### config.mk
export PLATFORM = sky130hd
export DESIGN_NAME = pcf_fanout
export DESIGN_NICKNAME = d
export VERILOG_FILES = /design/src/rtl/pcf_pkg.sv /design/src/rtl/pcf_fanout.sv
export SDC_FILE = /design/constraint.sdc
export NUM_CORES = 1
export LEC_CHECK = 0
export ABC_AREA = 1
export ABC_CLOCK_PERIOD_IN_PS = 1250
export BUFFER_PORTS_ARGS = -buffer_cell sky130_fd_sc_hd__buf_2
export CELL_PAD_IN_SITES_DETAIL_PLACEMENT = 0
export CELL_PAD_IN_SITES_GLOBAL_PLACEMENT = 1
export CORE_MARGIN = 2
export CORE_UTILIZATION = 35
export DETAILED_ROUTE_END_ITERATION = 10
export PLACE_DENSITY = 0.68
export SLEW_MARGIN = 20
export SYNTH_ARGS = -nofsm -noshare
export SYNTH_HDL_FRONTEND = slang
export SYNTH_SLANG_ARGS = --single-unit
### constraint.sdc
create_clock -name clk_sys -period 1.25 [get_ports clk_sys]
set_input_delay 0.125 -clock clk_sys [delete_from_list [all_inputs] [get_ports clk_sys]]
set_output_delay 0.125 -clock clk_sys [all_outputs]
set_load 0.1 [all_outputs]
### src/rtl/pcf_pkg.sv
// Notes on behaviour
// - Both enables are active high: high lets outputs toggle, low holds them low.
// - Variant one: a low sleep enable forces all six outputs low and stops the oscillator.
// - Variant one: a low auxiliary enable holds only output 5 low, outputs 0 to 4 unaffected.
// - Each enable is synchronised so that gating changes only while the output is low.
// - No output ever shows a shortened high or low pulse when an enable changes.
// - With the sleep enable high outputs 0 to 4 toggle, the oscillator runs, output 5 follows the auxiliary enable.
// - Variant two: sleep low holds outputs 0 to 4 low, output 5 follows the auxiliary enable, oscillator stops only when both are low.
// - Variant three: the oscillator always runs, sleep low holds outputs 0 to 4 low, output 5 follows the auxiliary enable.
// - All six outputs come from one reference, the oscillator or an external clock at the crystal input.
package pcf_pkg;

  // ----------------------------------------------------------------
  // Variants
  // ----------------------------------------------------------------
  localparam logic [1:0] PCF_VAR_SLEEP_ALL = 2'h1;
  localparam logic [1:0] PCF_VAR_SLEEP_AUX = 2'h2;
  localparam logic [1:0] PCF_VAR_OSC_ON = 2'h3;

  // ----------------------------------------------------------------
  // Sizes and timing
  // ----------------------------------------------------------------
  localparam int PCF_NUM_MAIN = 5;
  localparam int PCF_SYNC_DEPTH = 2;
  localparam int PCF_CLK_PERIOD_NS = 10;
  // Half period of the internal oscillator, default arbitrary
  localparam int PCF_OSC_HALF_NS = 20;
  localparam int PCF_OSC_HALF_CYC_I =
    (PCF_OSC_HALF_NS / PCF_CLK_PERIOD_NS) < 1 ? 1 :
    (PCF_OSC_HALF_NS / PCF_CLK_PERIOD_NS);
  localparam int PCF_CNT_W = 8;
  localparam logic [PCF_CNT_W-1:0] PCF_OSC_HALF_CYC =
    PCF_CNT_W'(PCF_OSC_HALF_CYC_I);
  localparam logic [PCF_CNT_W-1:0] PCF_CNT_ZERO = 8'h00;
  localparam logic [PCF_CNT_W-1:0] PCF_CNT_ONE = 8'h01;

  // ----------------------------------------------------------------
  // Carrier for the two enables
  // ----------------------------------------------------------------
  typedef struct packed {
    logic sleep;
    logic aux;
  } pcf_en_t;

  localparam pcf_en_t PCF_EN_RST = 2'h0;

endpackage

### src/rtl/pcf_fanout.sv
`timescale 1ns/100ps
module pcf_fanout
  import pcf_pkg::*;
#(
  parameter logic [1:0] VARIANT = PCF_VAR_SLEEP_ALL
) (
  // Clock, reset, enable
  input wire logic clk_sys,
  input wire logic rst,
  input wire logic ce,
  // Reference selection
  input wire logic ext_ref_sel,
  input wire logic crystal_input,
  // Power management enables
  input wire logic sleep_enable_in,
  input wire logic aux_output_enable_in,
  // Clock outputs and oscillator status
  output logic [PCF_NUM_MAIN-1:0] main_clock_out,
  output logic aux_clock_out,
  output logic osc_running
);

  // ----------------------------------------------------------------
  // State
  // ----------------------------------------------------------------
  logic osc_r, osc_nxt;
  logic [PCF_CNT_W-1:0] cnt_r, cnt_nxt;
  logic ext_r, ext_nxt;
  logic ref_d_r, ref_d_nxt;
  pcf_en_t lvl_r [PCF_SYNC_DEPTH];
  pcf_en_t lvl_nxt [PCF_SYNC_DEPTH];
  pcf_en_t sync_r [PCF_SYNC_DEPTH];
  pcf_en_t sync_nxt [PCF_SYNC_DEPTH];
  logic [PCF_NUM_MAIN-1:0] main_r, main_nxt;
  logic aux_r, aux_nxt;
  logic run_r, run_nxt;
  logic ref_now;
  logic ref_fall;
  logic gate_main;
  logic gate_aux;
  logic osc_req;
  pcf_en_t en_in;

  assign en_in = '{sleep: sleep_enable_in, aux: aux_output_enable_in};

  // ----------------------------------------------------------------
  // Reference selection
  // ----------------------------------------------------------------
  // One shared reference
  assign ref_now = ext_ref_sel ? ext_r : osc_r;
  assign ref_fall = ref_d_r & ~ref_now;

  // ----------------------------------------------------------------
  // Enable synchronisers
  // ----------------------------------------------------------------
  // Level path on the system clock keeps wake working with osc stopped
  // Two flops per enable in each of the two paths
  genvar g;
  generate
    for (g = 0; g < PCF_SYNC_DEPTH; g++) begin : g_sync
      pcf_en_t lvl_src;
      pcf_en_t sync_src;
      // First stage takes the pins, later ones the stage before
      if (g == 0) begin : g_first
        assign lvl_src = en_in;
        assign sync_src = en_in;
      end else begin : g_next
        assign lvl_src = lvl_r[g-1];
        assign sync_src = sync_r[g-1];
      end
      always_comb begin
        lvl_nxt[g] = lvl_src;
        sync_nxt[g] = sync_r[g];
        // Advance only at a reference fall
        if (ref_fall) begin
          sync_nxt[g] = sync_src;
        end
      end
      always_ff @(posedge clk_sys) begin
        if (rst) begin
          lvl_r[g] <= PCF_EN_RST;
          sync_r[g] <= PCF_EN_RST;
        end else if (ce) begin
          lvl_r[g] <= lvl_nxt[g];
          sync_r[g] <= sync_nxt[g];
        end
      end
    end
  endgenerate

  // ----------------------------------------------------------------
  // Gating per variant
  // ----------------------------------------------------------------
  always_comb begin
    gate_main = sync_r[PCF_SYNC_DEPTH-1].sleep;
    gate_aux = sync_r[PCF_SYNC_DEPTH-1].aux;
    osc_req = 1'b1;
    case (VARIANT)
      PCF_VAR_SLEEP_ALL: begin
        gate_aux = sync_r[PCF_SYNC_DEPTH-1].aux & gate_main;
        osc_req = lvl_r[PCF_SYNC_DEPTH-1].sleep;
      end
      PCF_VAR_SLEEP_AUX: begin
        osc_req = lvl_r[PCF_SYNC_DEPTH-1].sleep |
                  lvl_r[PCF_SYNC_DEPTH-1].aux;
      end
      PCF_VAR_OSC_ON: begin
        osc_req = 1'b1;
      end
      default: begin
        osc_req = 1'b1;
      end
    endcase
  end

  // ----------------------------------------------------------------
  // Oscillator and output stage
  // ----------------------------------------------------------------
  always_comb begin
    osc_nxt = osc_r;
    cnt_nxt = cnt_r;
    run_nxt = osc_req | osc_r;
    ext_nxt = crystal_input;
    ref_d_nxt = ref_now;
    // Stop only parked low so the last pulse stays full width
    if (!osc_req && !osc_r) begin
      cnt_nxt = PCF_CNT_ZERO;
    end else if (cnt_r >= PCF_OSC_HALF_CYC - PCF_CNT_ONE) begin
      cnt_nxt = PCF_CNT_ZERO;
      osc_nxt = ~osc_r;
    end else begin
      cnt_nxt = cnt_r + PCF_CNT_ONE;
    end
    // AND with a gate that moved in the low phase
    main_nxt = {PCF_NUM_MAIN{ref_now & gate_main}};
    aux_nxt = ref_now & gate_aux;
  end

  always_ff @(posedge clk_sys) begin
    if (rst) begin
      osc_r <= 1'b0;
      cnt_r <= PCF_CNT_ZERO;
      run_r <= 1'b0;
      ext_r <= 1'b0;
      ref_d_r <= 1'b0;
      main_r <= '0;
      aux_r <= 1'b0;
    end else if (ce) begin
      osc_r <= osc_nxt;
      cnt_r <= cnt_nxt;
      run_r <= run_nxt;
      ext_r <= ext_nxt;
      ref_d_r <= ref_d_nxt;
      main_r <= main_nxt;
      aux_r <= aux_nxt;
    end
  end

  assign main_clock_out = main_r;
  assign aux_clock_out = aux_r;
  assign osc_running = run_r;

  // ----------------------------------------------------------------
  // Checks
  // ----------------------------------------------------------------
  AST_SLEEP_ALL_LOW: assert property (
    @(posedge clk_sys) disable iff (rst)
    (ce && VARIANT == PCF_VAR_SLEEP_ALL && !gate_main)
      |=> (main_r == '0 && !aux_r))
    else $error("outputs not low in sleep");

  AST_AUX_ONLY_LOW: assert property (
    @(posedge clk_sys) disable iff (rst)
    (ce && !gate_aux && gate_main && ref_now) |=> (!aux_r && main_r[0]))
    else $error("aux gating touched main outputs");

  AST_GATE_IN_LOW: assert property (
    @(posedge clk_sys) disable iff (rst)
    (sync_r[PCF_SYNC_DEPTH-1] != $past(sync_r[PCF_SYNC_DEPTH-1]))
      |-> !ref_d_r)
    else $error("gate moved while reference high");

  AST_FULL_PULSE: assert property (
    @(posedge clk_sys) disable iff (rst)
    ($rose(aux_r) || $fell(aux_r) || $rose(main_r[0]) || $fell(main_r[0]))
      |-> (ref_d_r != $past(ref_d_r)))
    else $error("output edge without reference edge");

  AST_ENABLED_TOGGLE: assert property (
    @(posedge clk_sys) disable iff (rst)
    (ce && ref_now && gate_main) |=> (main_r == '1))
    else $error("enabled output failed to rise");

  AST_OSC_TWO_LOW: assert property (
    @(posedge clk_sys) disable iff (rst)
    (ce && VARIANT == PCF_VAR_SLEEP_AUX &&
     (lvl_r[PCF_SYNC_DEPTH-1].sleep || lvl_r[PCF_SYNC_DEPTH-1].aux))
      |=> (cnt_r != $past(cnt_r) || osc_r != $past(osc_r)))
    else $error("oscillator stopped with an enable high");

  AST_OSC_TWO_STOP: assert property (
    @(posedge clk_sys) disable iff (rst)
    (ce && VARIANT == PCF_VAR_SLEEP_AUX && !osc_r &&
     !lvl_r[PCF_SYNC_DEPTH-1].sleep && !lvl_r[PCF_SYNC_DEPTH-1].aux)
      |=> (!osc_r && cnt_r == PCF_CNT_ZERO))
    else $error("oscillator kept running with both enables low");

  AST_OSC_ALWAYS: assert property (
    @(posedge clk_sys) disable iff (rst)
    (ce && VARIANT == PCF_VAR_OSC_ON) |=> run_r)
    else $error("oscillator stopped in always-on variant");

  AST_ONE_REF: assert property (
    @(posedge clk_sys) disable iff (rst)
    (aux_r || main_r != '0) |-> ref_d_r)
    else $error("output high without reference");

  AST_TWO_STAGE: assert property (
    @(posedge clk_sys) disable iff (rst)
    (ce && ref_fall) |=> (sync_r[1] == $past(sync_r[0])))
    else $error("synchroniser stage skipped");

endmodule

==> results of run 1 <==
## layout make-up
cell class	count	area, sq um
fillers	234	1270
flip-flops and latches	20	464
multi-input cells	49	269
inverters	22	82.6
repair buffers	14	75.1
clock buffers	4	36.3
well taps	28	35.0
## metal layers
layer / track usage (%) / up-vias / routed length, microns
met1: 14.3 / 249 / 659
li1: - / 315 / -
met2: 15.8 / 16 / 551
met4: 6.41 / 0 / 14
met5: 0 / - / 0
met3: 3.43 / 2 / 73
## report_power, final
group	internal (mW)	total [mW]	switching [mW]
Sequential	0.688	0.695	0.00717
Combinational	0.0298	0.105	0.0748
Clock	0.177	0.372	0.195
Total	0.895	1.17	0.277
## kinds of logic after synthesis
| kind of cell | count (synthesis) | synth area share [%] |
|---|---|---|
| xor+xnor | 1 | 1.05 |
| compound gates | 10 | 7.38 |
| flops | 20 | 55.4 |
| simple gates | 35 | 18.1 |
| buf+inv | 26 | 13.6 |
| fa+ha+maj | 3 | 4.52 |
## stage by stage
| step | hold slack (ns) | cells | utilization [%] | setup TNS (ns) | power (mW) |
|---|---|---|---|---|---|
| finish | 0.0448 | 137 | 43.1 | 0 | 1.17 |
| global placement | 0.341 | 133 | 40.7 | 0 | 0.810 |
| detailed placement | 0.344 | 133 | 40.7 | 0 | 0.812 |
| floorplan | 0.250 | 95 | - | 0 | 0.783 |
| global route | 0.0320 | 137 | 43.1 | -0.0523 | 1.23 |
| CTS | 0.0346 | 137 | 42.4 | 0 | 1.18 |
## placed cells by master, fill, tap and decap left out, types with 3 or more instances in the layout
cell      count
inv_1        16
nor2_1       15
nand2_1      12
buf_2        12
dfxtp_1      11
inv_2         6
edfxtp_1      6
o21ai_1       5
nand3_1       5
clkbuf_4      4
dfxtp_2       3
## what timing repair did
action	CTS	global route
resized for setup	0	7
endpoints found under the setup margin	0	12
hold buffers	0	0
## registers in the layout, summed over array words and instances (netlist names)
register,cells
ref_d_r,1
aux_clock_out,1
osc_r,1
ext_r,1
cnt_r,8
lvl_r,2
sync_r,4
main_clock_out,1
osc_running,1
## worst max path at each step
stage                         to  slack, ns  cells past startpoint
2_1_floorplan       sync_r[0][0]       0.04                      3
4_1_cts        main_clock_out[0]       0.02                      1
3_3_place_gp        sync_r[0][0]       0.09                      4
3_5_place_dp        sync_r[0][0]       0.09                      4
6_report       main_clock_out[0]       0.03                      1
5_1_grt        main_clock_out[0]      -0.02                      1
==> flow_metrics.tcl, run 1 <==
set metrics [dict create \
    drcViolationCount 0 \
    relSlewSlack_pct 67.9 \
    cts.sinks 20 \
    synth_enable_flop_cells 6 \
    clock_latency_ns 0.29 \
    num_rows 17 \
    start_kind "flip-flop" \
    synth_cell_type_count 18 \
    synth_nets 105 \
    initial_core_util_pct 37.2 \
    cp_slowest_cell "buf_2" \
    yosysTopAreaCellShare_pct 33.7 \
    gp_congestion 0.733 \
    wl_mm 1.30 \
    crit_type "reg2out" \
    ys_ff_latch 20 \
    fin_crit_ns 1.22 \
    rr_worst_depth 8 \
    rr_startpoint "cnt_r[0]" \
    first_pass_iters 4 \
    ys_warn_count 0 \
    clk_pin_slew_worst_paths_ns 0.11 \
    synth_common_cells "17 x inv_1, 15 x nor2_1, 14 x dfxtp_1, 12 x nand2_1, 6 x edfxtp_1" \
    grt_pass1_vias 520 \
    track_usage_pct 11.0 \
    worstMarginPinSlew_ns 0.485 \
    worst-path-buf-inv 1 \
    grt_max_degree 12 \
    clock_path_buffers 2 \
    whs_path_depth 2 \
    die_area_sq_um 2780 \
    setup_viol 0 \
    synthFlopType "dfxtp_1" \
    final.period_utilization_pct 97.4 \
    num_vias 582 \
    crit_fanout 6 \
    synthCells 95 \
    max_freq_ghz 0.821 \
    cts_setup_buffers 0 \
    drt_iter0_markers 8 \
    cts_tree "built" \
    synth.avg_cell_area_sq_um 8.75 \
    dpl_cell_area_sq_um 910 \
    yosys.area.top_type "dfxtp_1" \
    io_buffers 13 \
    final-hold-violation-count 0 \
    crit_family "buffers and inverters" \
    drive_above_1_share_pct 31.2 \
    gr-total-overflow 0 \
    synth_area_leaders "dfxtp_1 34%, edfxtp_1 22%, inv_1 7.7%, nor2_1 6.8%, nand2_1 5.4%" \
    p_leak_nw 0.444 \
    ys_seq_area_share_pct 55.4 \
    cts_made_buffers 3 \
    area_growth_pct 15.8 \
    stdcell_area_sq_um 962 \
    outcome "complete, no violations" \
    synth_most_common_cell "inv_1" \
    die_y_microns 52.7 \
    p_per_area_nw_per_um2 1220 \
    maxCapViolations 0 \
    regToRegSetupSlack_ns 0.10 \
    hold_start "crystal_input" \
    hpwl_microns 934 \
    clock-root-buffer "clkbuf_4" \
    antenna_found_initial 0 \
    ir_drop_v 0.000604 \
    rsz0062_at_grt "yes" \
    dp_slack_ns 0.0933 \
    reg2reg_to "cnt_r[1]" \
    die_x_microns 52.7 \
    worstHoldPathType "in2reg" \
    skew_ns 0.00352 \
    antenna_cells 0 \
    nNetsFinal 120 \
    crit_start "main_clock_out[0]" \
    crit_arrival_ns 1.09 \
    io-pin-count 14 \
    max_stage_delay_ns 0.43 \
    placeableCoreArea_sq_um 2230 \
    slew_viol_final 0 \
    wl_per_cell_microns 9.48 \
    htree_levels 1 \
    cp-end-kind "primary output" \
    holdPathEnd "ext_r" \
    netlist_area_sq_um 831 \
    detail-route-antenna-nets 0 \
    grt_pass1_wl_mm 2.15 \
    via_per_inst 4.25 \
    setup_ws_ns 0.0321 \
    crit_chain "buf_2" \
    cp.required_ns 1.12 \
    synthArstFlopShare_pct 0 \
]
Power figures use the tool's default switching activity.
==> run 2: changes to the inputs <==
Settings changed: CORE_MARGIN 2 to 5, SETUP_SLACK_MARGIN set to 0.2.
==> run 2 against run 1 <==
- via count up 2.4%
- worst setup slack better by 0.081 ns
- non-clock buffer count up 2
- first-iteration DRC count up 88%
- die area up 24%
- wire length up 9.3%
- largest cell class unchanged
==> flow_metrics.tcl, run 2 (same netlist as run 1, synthesis figures left out) <==
set metrics [dict create \
    p_leak_nw 0.458 \
    worstMarginPinSlew_ns 0.288 \
    crit_type "reg2out" \
    final.setup.tns_ns 0 \
    wl_per_cell_microns 10.2 \
    layout_commonest_cell "nor2_1" \
    fin_crit_ns 1.14 \
    clock_path_buffers 2 \
    die_y_microns 58.7 \
    io-pin-count 14 \
    setup_viol 0 \
    p_sw_mw 0.277 \
    setup_ws_ns 0.113 \
    crit_fanout 6 \
    pwr-share-comb_pct 10.6 \
    drt_iter0_markers 15 \
    grt_pass1_wl_mm 2.39 \
    crit_chain "buf_4" \
    ir_drop_v 0.000545 \
    die_area_sq_um 3450 \
    cts_made_buffers 3 \
    final-hold-violation-count 0 \
    clock-root-buffer "clkbuf_4" \
    rsz0062_at_grt "yes" \
    clock_latency_ns 0.30 \
    largest_register_ffs 8 \
    final_cell_mix "15 x nor2_1, 13 x inv_1, 11 x nand2_1" \
    detail-route-antenna-nets 0 \
    antenna_found_initial 0 \
    cts.sinks 20 \
    slew_viol_final 0 \
    drcViolationCount 0 \
    p_seq_share_pct 62.3 \
    sw_frac_of_total_pct 24.8 \
    placeableCoreArea_sq_um 2230 \
    cp.required_ns 1.12 \
    relSlewSlack_pct 80.8 \
    htree_levels 1 \
    dp_slack_ns 0.0577 \
    p_per_area_nw_per_um2 1060 \
    max_freq_ghz 0.879 \
    clkPwrFrac_pct 27.2 \
    fin_hold_ws_ns 0.0241 \
    worst-path-buf-inv 1 \
    grt_max_degree 12 \
    cp_slowest_cell "dfxtp_4" \
    initial_core_util_pct 37.2 \
    crit_family "flip-flops" \
    worstHoldPathType "in2reg" \
    skew_ns 0.0122 \
    outcome "complete, no violations" \
    crit_arrival_ns 1.01 \
    nNetsFinal 122 \
    regMostFlops "cnt_r" \
    num_rows 17 \
    clk_pin_slew_worst_paths_ns 0.11 \
    die_x_microns 58.7 \
    maxCapViolations 0 \
    first_pass_iters 4 \
    gp_congestion 0.735 \
    hpwl_mm 1.02 \
    cts_tree "built" \
    grt_pass1_vias 561 \
    via_per_inst 4.29 \
    internal_power_mw 0.838 \
    cts.hold.buffers_added 0 \
    regToRegSetupSlack_ns 0.12 \
    drive_above_1_share_pct 37.8 \
    track_usage_pct 9.23 \
    start_kind "flip-flop" \
    final.period_utilization_pct 91.0 \
    gr-total-overflow 0 \
    io_buffers 13 \
    antenna_cells 0 \
    num_vias 596 \
    cp-end-kind "primary output" \
    wl_mm 1.42 \
    reg.largest.list "cnt_r (8), sync_r (4), lvl_r (2)" \
    p_total_mw 1.11 \
    area_growth_pct 26.5 \
    max_stage_delay_ns 0.41 \
]
==> run 2: changes by cell type in the layout (fill, tap and decap cells not counted), sizes merged <==
cell / change
clkinv: +1
clkbuf: -2
buf: +3
==> run 2: area by class of cell <==
type                    instances  area [sq um]
flip-flops and latches         20           472
well taps                      28          35.0
inverters                      22          82.6
multi-input cells              49           304
repair buffers                 16           131
clock inverters                 1          3.75
clock buffers                   3          22.5
fillers                       233          1180
==> run 2: power by group through the flow <==
stage               registers [mW]  clock network [mW]  logic, mW
floorplan                    0.720                   0     0.0617
global placement             0.707                   0      0.102
detailed placement           0.708                   0      0.102
CTS                          0.694               0.326      0.113
global route                 0.697               0.344      0.129
finish                       0.694               0.303      0.118
==> run 2: worst paths after layout <==
kind                                   startpoint                 to  depth (start not counted)
worst min register to register           cnt_r[7]           cnt_r[7]                          2
worst max-delay path            main_clock_out[0]  main_clock_out[1]                          1
worst min-delay path                crystal_input              ext_r                          2
worst max register to register           cnt_r[1]              osc_r                          8
==> run 2: through the flow <==
step | instances | utilization, % | cell area [sq um]
floorplan | 95 | - | 843
finish | 139 | 47.1 | 1050
global placement | 132 | 40.9 | 913
detailed placement | 132 | 40.9 | 913
CTS | 139 | 45.7 | 1020
global route | 139 | 47.1 | 1050
==> run 2: routing by layer <==
metal	share of wire (%)	up-vias	GRT usage, %
li1	-	318	-
met5	0	-	0
met2	45	13	14.0
met4	3.2	0	5.83
met3	5.4	5	2.85
met1	46	260	11.2
==> run 2: worst register-to-register path, stage by stage, from the launching register on <==
cell     delay, ns
dfxtp_2       0.35
inv_2         0.06
ha_4          0.15
inv_2         0.03
nand2_1       0.03
nor2_1        0.11
nand2_2       0.10
a21oi_1       0.13
nor2_1        0.06
==> run 2: repair_timing <==
| item | 4_1_cts | 5_1_grt |
|---|---|---|
| setup endpoints to repair | 15 | 14 |
| gates resized for setup | 18 | 8 |
| setup buffers | 3 | 0 |
| pin swaps | 3 | 3 |
